File: config.mk
export PLATFORM = sky130hd
export DESIGN_NAME = cpu_status
export DESIGN_NICKNAME = d
export VERILOG_FILES = /design/src/pkg/cpu_status_pkg.sv /design/src/logic/cpu_status.sv /design/src/logic/flag_unit.sv
export SDC_FILE = /design/constraint.sdc
export NUM_CORES = 1
export LEC_CHECK = 0
export ABC_AREA = 1
export BUFFER_PORTS_ARGS = -buffer_cell sky130_fd_sc_hd__buf_4
export CORE_MARGIN = 4
export CORE_UTILIZATION = 60
export DETAILED_ROUTE_END_ITERATION = 6
export PLACE_DENSITY_LB_ADDON = 0.1
export SETUP_SLACK_MARGIN = 0.02
export SLEW_MARGIN = 20
export SYNTH_ARGS = -nofsm -noshare
export SYNTH_HDL_FRONTEND = slang
export SYNTH_SLANG_ARGS = --single-unit
File: constraint.sdc
create_clock -name mclk -period 6.74 [get_ports mclk]
set_input_delay 1.348 -clock mclk [delete_from_list [all_inputs] [get_ports mclk]]
set_output_delay 1.348 -clock mclk [all_outputs]
set_load 0.01 [all_outputs]
File: src/pkg/cpu_status_pkg.sv
// Shared constants and helpers for the processor status and stack select block
package cpu_status_pkg;

  // Register byte offsets on the Avalon-MM slave
  localparam logic [7:0] OFS_STATUS   = 8'h00;
  localparam logic [7:0] OFS_USP      = 8'h04;
  localparam logic [7:0] OFS_SSP      = 8'h08;
  localparam logic [7:0] OFS_USB      = 8'h0c;
  localparam logic [7:0] OFS_SSB      = 8'h10;
  localparam logic [7:0] OFS_RBP      = 8'h14;
  localparam logic [7:0] OFS_GPR_BASE = 8'h18;
  localparam logic [7:0] OFS_STK_ADDR = 8'h1c;

  // Status word field positions
  localparam int ILM_LSB = 13;
  localparam int RP_LSB  = 8;
  localparam int IE_BIT  = 6;
  localparam int SS_BIT  = 5;
  localparam int T_BIT   = 4;
  localparam int N_BIT   = 3;
  localparam int Z_BIT   = 2;
  localparam int V_BIT   = 1;
  localparam int C_BIT   = 0;

  // Reset values
  localparam logic [2:0] RST_ILM   = 3'h0;
  localparam logic [4:0] RST_RP    = 5'h00;
  localparam logic       RST_IE    = 1'b0;
  localparam logic       RST_SS    = 1'b1;
  localparam logic [4:0] RST_FLAGS = 5'h00;

  // Register bank area and stack step
  localparam logic [23:0] GPR_BASE = 24'h000180;
  localparam logic [15:0] SP_STEP  = 16'h0002;

  // Flag unit operation codes
  localparam logic [2:0] OP_ADD = 3'h0;
  localparam logic [2:0] OP_SUB = 3'h1;
  localparam logic [2:0] OP_AND = 3'h2;
  localparam logic [2:0] OP_OR  = 3'h3;
  localparam logic [2:0] OP_XOR = 3'h4;
  localparam logic [2:0] OP_LSR = 3'h5;
  localparam logic [2:0] OP_ASR = 3'h6;

  typedef enum logic [1:0] {
    ST_IDLE  = 2'b01,
    ST_SPLIT = 2'b10
  } stk_state_e;

  // Bank start address: base plus pointer times 0x10
  function automatic logic [23:0] gpr_start(input logic [4:0] rp);
    gpr_start = GPR_BASE + {15'h0000, rp, 4'h0};
  endfunction : gpr_start

  // 24-bit stack address from bank and pointer
  function automatic logic [23:0] stack_address(input logic [7:0] bank,
                                                input logic [15:0] ptr);
    stack_address = {bank, ptr};
  endfunction : stack_address

endpackage : cpu_status_pkg

File: src/logic/cpu_status.sv
// Processor status word, stack selection and register bank pointer
//
// Decided for this implementation: the Avalon-MM interface to the registers and the register addresses.
`timescale 1ns/1ps
module cpu_status
  import cpu_status_pkg::*;
(
  input  wire logic        mclk,            // Core clock, 25 MHz
  input  wire logic        rst_n,           // Synchronous reset, active low
  input  wire logic [7:0]  avs_address,     // Avalon byte address
  input  wire logic        avs_read,        // Avalon read
  input  wire logic        avs_write,       // Avalon write
  input  wire logic [31:0] avs_writedata,   // Avalon write data
  input  wire logic [3:0]  avs_byteenable,  // Avalon byte enables
  output logic      [31:0] avs_readdata,    // Avalon read data
  output logic             avs_waitrequest, // Avalon wait request
  input  wire logic        alu_valid,       // Update flags from this operation
  input  wire logic [2:0]  alu_op,          // Operation code
  input  wire logic [15:0] alu_a,           // First operand
  input  wire logic [15:0] alu_b,           // Second operand
  input  wire logic [3:0]  alu_shamt,       // Right shift count
  output logic      [15:0] alu_result,      // Registered result
  input  wire logic        irq_req,         // Hardware interrupt request
  input  wire logic [2:0]  irq_level,       // Resource level bits of requester
  input  wire logic        swi_req,         // Software interrupt taken
  output logic             irq_ack,         // Hardware interrupt accepted pulse
  input  wire logic        rp_load,         // Immediate load of bank pointer
  input  wire logic [7:0]  rp_imm,          // Immediate value
  input  wire logic        stk_req,         // Word stack access request
  input  wire logic        stk_push,        // 1 push, 0 pop
  output logic             stk_ready,       // Ready for a stack request
  output logic             stk_strobe,      // One memory access this cycle
  output logic             stk_byte,        // Access is a byte access
  output logic             stk_wr,          // Access is a write
  output logic      [23:0] stk_addr,        // Stack memory address
  output logic      [15:0] status_word,     // Current status word
  output logic      [23:0] gpr_base         // Current register bank start
);

  logic [2:0]  ilm_reg;
  logic [4:0]  rp_reg;
  logic        ie_reg;
  logic        ss_reg;
  logic [4:0]  flags_reg;
  logic [15:0] usp_reg;
  logic [15:0] ssp_reg;
  logic [7:0]  usb_reg;
  logic [7:0]  ssb_reg;
  logic [31:0] rdata_reg;
  logic        wait_reg;
  logic        ack_reg;
  logic [15:0] res_reg;
  logic        ready_reg;
  logic        strobe_reg;
  logic        byte_reg;
  logic        wr_reg;
  logic [23:0] addr_reg;
  logic [15:0] sw_reg;
  logic [23:0] base_reg;
  stk_state_e  st_reg;

  logic [15:0] res_next;
  logic        f_t;
  logic        f_n;
  logic        f_z;
  logic        f_v;
  logic        f_c;
  logic        upd_t;
  logic        upd_c;
  logic        bus_req;
  logic        wr_ok;
  logic        irq_take;
  logic [15:0] sp_sel;
  logic [7:0]  sb_sel;
  logic [15:0] sp_next;
  logic [15:0] acc_ptr;
  logic        stk_go;
  logic [15:0] status_next;

  flag_unit u_flags (
    .op    (alu_op),
    .op_a  (alu_a),
    .op_b  (alu_b),
    .shamt (alu_shamt),
    .res   (res_next),
    .f_t   (f_t),
    .f_n   (f_n),
    .f_z   (f_z),
    .f_v   (f_v),
    .f_c   (f_c),
    .upd_t (upd_t),
    .upd_c (upd_c)
  );

  assign bus_req  = avs_read || avs_write;
  assign wr_ok    = avs_write && !wait_reg;
  // Lower level value means higher priority; mask 0 blocks everything
  assign irq_take = irq_req && ie_reg && (irq_level < ilm_reg);
  assign sp_sel   = ss_reg ? ssp_reg : usp_reg;
  assign sb_sel   = ss_reg ? ssb_reg : usb_reg;
  assign sp_next  = stk_push ? 16'(sp_sel - SP_STEP) : 16'(sp_sel + SP_STEP);
  assign acc_ptr  = stk_push ? sp_next : sp_sel;
  assign stk_go   = stk_req && (st_reg == ST_IDLE);
  assign status_next = {ilm_reg, rp_reg, 1'b0, ie_reg, ss_reg, flags_reg};

  // Bus handshake: one wait cycle, then the access completes
  always_ff @(posedge mclk) begin
    if (!rst_n) begin
      wait_reg <= 1'b1;
    end else begin
      wait_reg <= !(bus_req && wait_reg);
    end
  end

  always_ff @(posedge mclk) begin
    if (!rst_n) begin
      rdata_reg <= 32'h00000000;
    end else if (avs_read && wait_reg) begin
      case (avs_address)
        OFS_STATUS:   rdata_reg <= {16'h0000, status_next};
        OFS_USP:      rdata_reg <= {16'h0000, usp_reg};
        OFS_SSP:      rdata_reg <= {16'h0000, ssp_reg};
        OFS_USB:      rdata_reg <= {24'h000000, usb_reg};
        OFS_SSB:      rdata_reg <= {24'h000000, ssb_reg};
        OFS_RBP:      rdata_reg <= {27'h0000000, rp_reg};
        OFS_GPR_BASE: rdata_reg <= {8'h00, gpr_start(rp_reg)};
        OFS_STK_ADDR: rdata_reg <= {8'h00, stack_address(sb_sel, sp_sel)};
        default:      rdata_reg <= 32'h00000000;
      endcase
    end
  end

  // Interrupt mask, enable and stack select; interrupt acceptance wins
  always_ff @(posedge mclk) begin
    if (!rst_n) begin
      ilm_reg <= RST_ILM;
      ie_reg  <= RST_IE;
      ss_reg  <= RST_SS;
      ack_reg <= 1'b0;
    end else begin
      ack_reg <= irq_take;
      if (wr_ok && avs_address == OFS_STATUS && avs_byteenable[1]) begin
        ilm_reg <= avs_writedata[ILM_LSB +: 3];
      end
      if (wr_ok && avs_address == OFS_STATUS && avs_byteenable[0]) begin
        ie_reg <= avs_writedata[IE_BIT];
        ss_reg <= avs_writedata[SS_BIT];
      end
      if (irq_take) begin
        ilm_reg <= irq_level;
        ss_reg  <= 1'b1;
      end else if (swi_req) begin
        ss_reg  <= 1'b1;
      end
    end
  end

  // Bank pointer; only the low five bits of an immediate are kept
  always_ff @(posedge mclk) begin
    if (!rst_n) begin
      rp_reg <= RST_RP;
    end else if (rp_load) begin
      rp_reg <= rp_imm[4:0];
    end else if (wr_ok && avs_byteenable[1] && avs_address == OFS_STATUS) begin
      rp_reg <= avs_writedata[RP_LSB +: 5];
    end else if (wr_ok && avs_byteenable[0] && avs_address == OFS_RBP) begin
      rp_reg <= avs_writedata[4:0];
    end
  end

  // Condition flags; an operation in the same cycle beats a bus write
  always_ff @(posedge mclk) begin
    if (!rst_n) begin
      flags_reg <= RST_FLAGS;
      res_reg   <= 16'h0000;
    end else if (alu_valid) begin
      res_reg          <= res_next;
      flags_reg[N_BIT] <= f_n;
      flags_reg[Z_BIT] <= f_z;
      flags_reg[V_BIT] <= f_v;
      if (upd_c) begin
        flags_reg[C_BIT] <= f_c;
      end
      if (upd_t) begin
        flags_reg[T_BIT] <= f_t;
      end
    end else if (wr_ok && avs_address == OFS_STATUS && avs_byteenable[0]) begin
      flags_reg <= avs_writedata[4:0];
    end
  end

  // Stack pointers keep no reset value; software must load them
  always_ff @(posedge mclk) begin
    if (stk_go && ss_reg) begin
      ssp_reg <= sp_next;
    end else if (wr_ok && avs_address == OFS_SSP) begin
      if (avs_byteenable[0]) ssp_reg[7:0] <= avs_writedata[7:0];
      if (avs_byteenable[1]) ssp_reg[15:8] <= avs_writedata[15:8];
    end
    if (stk_go && !ss_reg) begin
      usp_reg <= sp_next;
    end else if (wr_ok && avs_address == OFS_USP) begin
      if (avs_byteenable[0]) usp_reg[7:0] <= avs_writedata[7:0];
      if (avs_byteenable[1]) usp_reg[15:8] <= avs_writedata[15:8];
    end
  end

  always_ff @(posedge mclk) begin
    if (!rst_n) begin
      usb_reg <= 8'h00;
      ssb_reg <= 8'h00;
    end else if (wr_ok && avs_byteenable[0]) begin
      if (avs_address == OFS_USB) usb_reg <= avs_writedata[7:0];
      if (avs_address == OFS_SSB) ssb_reg <= avs_writedata[7:0];
    end
  end

  // Stack access sequencer; an odd pointer costs a second byte access
  always_ff @(posedge mclk) begin
    if (!rst_n) begin
      st_reg     <= ST_IDLE;
      ready_reg  <= 1'b1;
      strobe_reg <= 1'b0;
      byte_reg   <= 1'b0;
      wr_reg     <= 1'b0;
      addr_reg   <= 24'h000000;
    end else begin
      case (st_reg)
        ST_IDLE: begin
          strobe_reg <= stk_go;
          if (stk_go) begin
            addr_reg  <= stack_address(sb_sel, acc_ptr);
            wr_reg    <= stk_push;
            byte_reg  <= acc_ptr[0];
            ready_reg <= !acc_ptr[0];
            if (acc_ptr[0]) begin
              st_reg <= ST_SPLIT;
            end
          end
        end
        ST_SPLIT: begin
          strobe_reg <= 1'b1;
          byte_reg   <= 1'b1;
          addr_reg   <= {addr_reg[23:16], 16'(addr_reg[15:0] + 16'h0001)};
          ready_reg  <= 1'b1;
          st_reg     <= ST_IDLE;
        end
        default: begin
          st_reg     <= ST_IDLE;
          strobe_reg <= 1'b0;
          ready_reg  <= 1'b1;
        end
      endcase
    end
  end

  // Registered views for the rest of the core
  always_ff @(posedge mclk) begin
    if (!rst_n) begin
      sw_reg   <= {RST_ILM, RST_RP, 1'b0, RST_IE, RST_SS, RST_FLAGS};
      base_reg <= GPR_BASE;
    end else begin
      sw_reg   <= status_next;
      base_reg <= gpr_start(rp_reg);
    end
  end

  assign avs_readdata    = rdata_reg;
  assign avs_waitrequest = wait_reg;
  assign alu_result      = res_reg;
  assign irq_ack         = ack_reg;
  assign stk_ready       = ready_reg;
  assign stk_strobe      = strobe_reg;
  assign stk_byte        = byte_reg;
  assign stk_wr          = wr_reg;
  assign stk_addr        = addr_reg;
  assign status_word     = sw_reg;
  assign gpr_base        = base_reg;
endmodule : cpu_status

File: src/logic/flag_unit.sv
// Combinational result and condition flag computation
`timescale 1ns/1ps
module flag_unit
  import cpu_status_pkg::*;
(
  input  wire logic [2:0]  op,     // Operation code
  input  wire logic [15:0] op_a,   // First operand
  input  wire logic [15:0] op_b,   // Second operand
  input  wire logic [3:0]  shamt,  // Right shift count
  output logic      [15:0] res,    // Operation result
  output logic             f_t,    // Sticky
  output logic             f_n,    // Negative
  output logic             f_z,    // Zero
  output logic             f_v,    // Signed overflow
  output logic             f_c,    // Carry or borrow
  output logic             upd_t,  // Sticky is affected
  output logic             upd_c   // Carry is affected
);

  logic [16:0] wide;
  logic [15:0] lost_mask;
  logic [3:0]  sh_m1;

  always_comb begin
    wide      = 17'h00000;
    sh_m1     = 4'(shamt - 4'h1);
    lost_mask = 16'((16'h0001 << sh_m1) - 16'h0001);
    res       = 16'h0000;
    f_v       = 1'b0;
    f_c       = 1'b0;
    f_t       = 1'b0;
    upd_t     = 1'b0;
    upd_c     = 1'b1;
    case (op)
      OP_ADD: begin
        wide = {1'b0, op_a} + {1'b0, op_b};
        res  = wide[15:0];
        f_c  = wide[16];
        f_v  = (op_a[15] == op_b[15]) && (res[15] != op_a[15]);
      end
      OP_SUB: begin
        wide = {1'b0, op_a} - {1'b0, op_b};
        res  = wide[15:0];
        f_c  = wide[16];
        f_v  = (op_a[15] != op_b[15]) && (res[15] != op_a[15]);
      end
      OP_AND: begin
        res   = op_a & op_b;
        upd_c = 1'b0;
      end
      OP_OR: begin
        res   = op_a | op_b;
        upd_c = 1'b0;
      end
      OP_XOR: begin
        res   = op_a ^ op_b;
        upd_c = 1'b0;
      end
      OP_LSR, OP_ASR: begin
        if (op == OP_LSR) begin
          res = op_a >> shamt;
        end else begin
          res = 16'($signed(op_a) >>> shamt);
        end
        upd_t = 1'b1;
        // Bits that passed through carry and were lost set sticky
        if (shamt != 4'h0) begin
          f_c = op_a[sh_m1];
          f_t = |(op_a & lost_mask);
        end
      end
      default: begin
        res   = op_a;
        upd_c = 1'b0;
      end
    endcase
    f_n = res[15];
    f_z = (res == 16'h0000);
  end

endmodule : flag_unit

==> flow_summary.json <==
{
  "status": "completed",
  "p_leak_nw": 7.15,
  "avgSynthCellArea_sq_um": 6.24,
  "yosys_register_bits": 153,
  "route.detailed.wl_per_inst_um": 18.6,
  "drt_iter0_drc": 2093,
  "gp_congestion": 1.01,
  "period_minus_slack_ps": 3960,
  "clock_latency_ps": 430,
  "core_sq_mm": 0.0205,
  "hold_slack_ps": 458,
  "drc": 0,
  "fin_crit_sh_pct": 58.7,
  "final_common_cell": "nand2_1",
  "r2r_slack_ps": 2780,
  "antenna_found_initial": 0,
  "fp.dieW_um": 153,
  "postRouteAntennaNets": 0,
  "dieArea_sq_mm": 0.0236,
  "setup_slack_ps": 2780,
  "synthTopCellsByArea": "dfxtp_1, nand2_1, nand3_1",
  "synth.top_cell.area_share_pct": 19.1,
  "setup_tns_ps": 0,
  "worst_ep_arrival_time_ps": 4280,
  "clkTransAtPathRegs_ps": 70,
  "rsz0062_at_grt": "false",
  "place_ws_ps": 2640,
  "dpl.hpwl_um": 34700,
  "synth-edff-count": 32,
  "slew_headroom_pct": 37.8,
  "mostFrequentLayoutCells": "nand2_1, inv_1, nand3_1, buf_4, o21ai_0",
  "io_pins": 222,
  "start_util_pct": 62.0,
  "numCtsBuffers": 17,
  "via_per_inst": 5.98,
  "postCtsSetupBuffers": 0,
  "syn_to_final_growth_pct": 14.0,
  "rows": 52,
  "grt_usage_pct": 36.7,
  "overflow": 0,
  "critPathKind": "flop to flop",
  "grt_max_degree": 47,
  "crit-reg2reg-launch": "ss_reg",
  "vias": 14600,
  "worstPathRequired_ps": 7060,
  "hp-class": "flop to flop",
  "cp-start-kind": "flop",
  "die_h_um": 153,
  "hp-start": "ilm_reg[2]",
  "grt_first_pass_wirelength_um": 69700,
  "crit_start": "ss_reg",
  "synth_area_leader_cell": "dfxtp_1",
  "n_antenna_cell": 0,
  "powerDensity_mw_per_mm2": 206,
  "cp-end-kind": "flop",
  "worstMarginPinSlew_ps": 926,
  "n_fill_cell": 1730,
  "ctsLongestPathBuffers": 2,
  "slew_viol_final": 0,
  "finalSetupViolCount": 0,
  "finalHoldViolations": 0,
  "yosys_most_used_dff": "dfxtp_1",
  "cts_root_buffer": "clkbuf_16",
  "synth_warnings": 0,
  "first_pass_iters": 6,
  "syn_area_sq_mm": 0.0127,
  "cts_tree": "built",
  "cts.sinks": 153,
  "final_nets": 2333,
  "cts_max_level": 4,
  "clock_skew_ps": 11.5,
  "synthCells": 2034,
  "ir_drop_uv": 198,
  "io_buffers": 173,
  "fmax_ghz": 0.253,
  "grt_pass1_vias": 13100,
  "async_flop_share_pct": 0,
  "routed_wl_um": 45300,
  "drive_gt1_share_pct": 12.0,
  "maxCapViolations": 0,
  "cts_resized": 0,
  "synth_seq_area_share_pct": 26.6,
  "holdBufCountCts": 0,
  "synth_cell_types": 56,
  "cp_max_fo": 38
}
[layer usage]
layer | vias up | GRT usage, % | share of wire (%)
li1 | 6895 | - | -
met5 | - | 0 | 0
met4 | 0 | 9.88 | 2.5
met3 | 96 | 10.8 | 15
met1 | 6585 | 52.5 | 41
met2 | 980 | 54.0 | 42
[final timing paths]
path,to,depth (start not counted)
worst min register to register,status_word[15],2
worst max register to register,stk_addr[14],14
worst max-delay path,stk_addr[14],14
worst min-delay path,status_word[15],2
[cell type report]
type	instances	area (sq um)	area share, %
clock buffer	17	425	2.94
tap	270	338	2.33
sequential	153	3380	23.4
timing repair buffer	181	1360	9.39
multi-input combinational	1541	7860	54.3
inverter	259	976	6.74
clock inverter	14	134	0.925
[metrics by stage]
stage | instances | cell area [sq um] | power, mW | utilization [%]
global placement | 2404 | 13900 | 2.01 | 67.9
CTS | 2435 | 14500 | 2.95 | 70.6
detailed placement | 2404 | 13900 | 2.04 | 67.9
global route | 2435 | 14500 | 3.12 | 70.6
floorplan | 2060 | 12800 | 1.72 | -
finish | 2435 | 14500 | 2.98 | 70.6
[worst max-delay path, stage by stage, from the launching register on]
cell,delay (ps)
dfxtp_1,330
buf_4,380
inv_1,410
o21ai_0,780
ha_1,440
a21o_1,180
a31oi_1,260
o21ai_1,160
nand4_1,110
nand2_1,80
or2_2,270
nand2_1,110
o21ai_0,130
nand2_1,120
a21oi_1,80
[report_power, final]
group | total [mW] | leakage (nW) | switching (mW) | internal (mW)
Combinational | 1.00 | 5.59 | 0.669 | 0.335
Sequential | 1.06 | 1.29 | 0.0508 | 1.01
Clock | 0.918 | 0.274 | 0.432 | 0.486
Total | 2.98 | 7.15 | 1.15 | 1.83
[cells by family after synthesis]
group | share of synthesized area [%]
buffers and inverters | 12.2
flip-flops | 26.6
AND/OR/NAND/NOR | 33.2
adder cells (fa/ha/maj) | 7.67
other | 0.0295
AO/OA/AOI/OAI | 18.8
XOR/XNOR | 1.39
[cell usage after synthesis (4+ instances only)]
cell       number
nand2_1       574
inv_1         242
nand3_1       197
o21ai_0       174
a21oi_1       153
nor2_1        135
dfxtp_1       121
ha_1           73
clkbuf_1       44
buf_4          33
edfxtp_1       32
nand4_1        28
o211ai_1       23
buf_2          22
nor2_2         14
nor3_1         13
a31oi_1        12
xor2_1         12
inv_2          10
o22ai_1        10
nand2_2         9
o2111ai_1       9
o21ai_1         8
a221oi_1        7
and2_1          6
o221ai_1        6
a211oi_1        5
buf_1           5
clkinv_1        5
o21bai_1        5
xnor2_1         5
nand3b_1        4
Note: power is estimated with default switching activity, not from simulation.
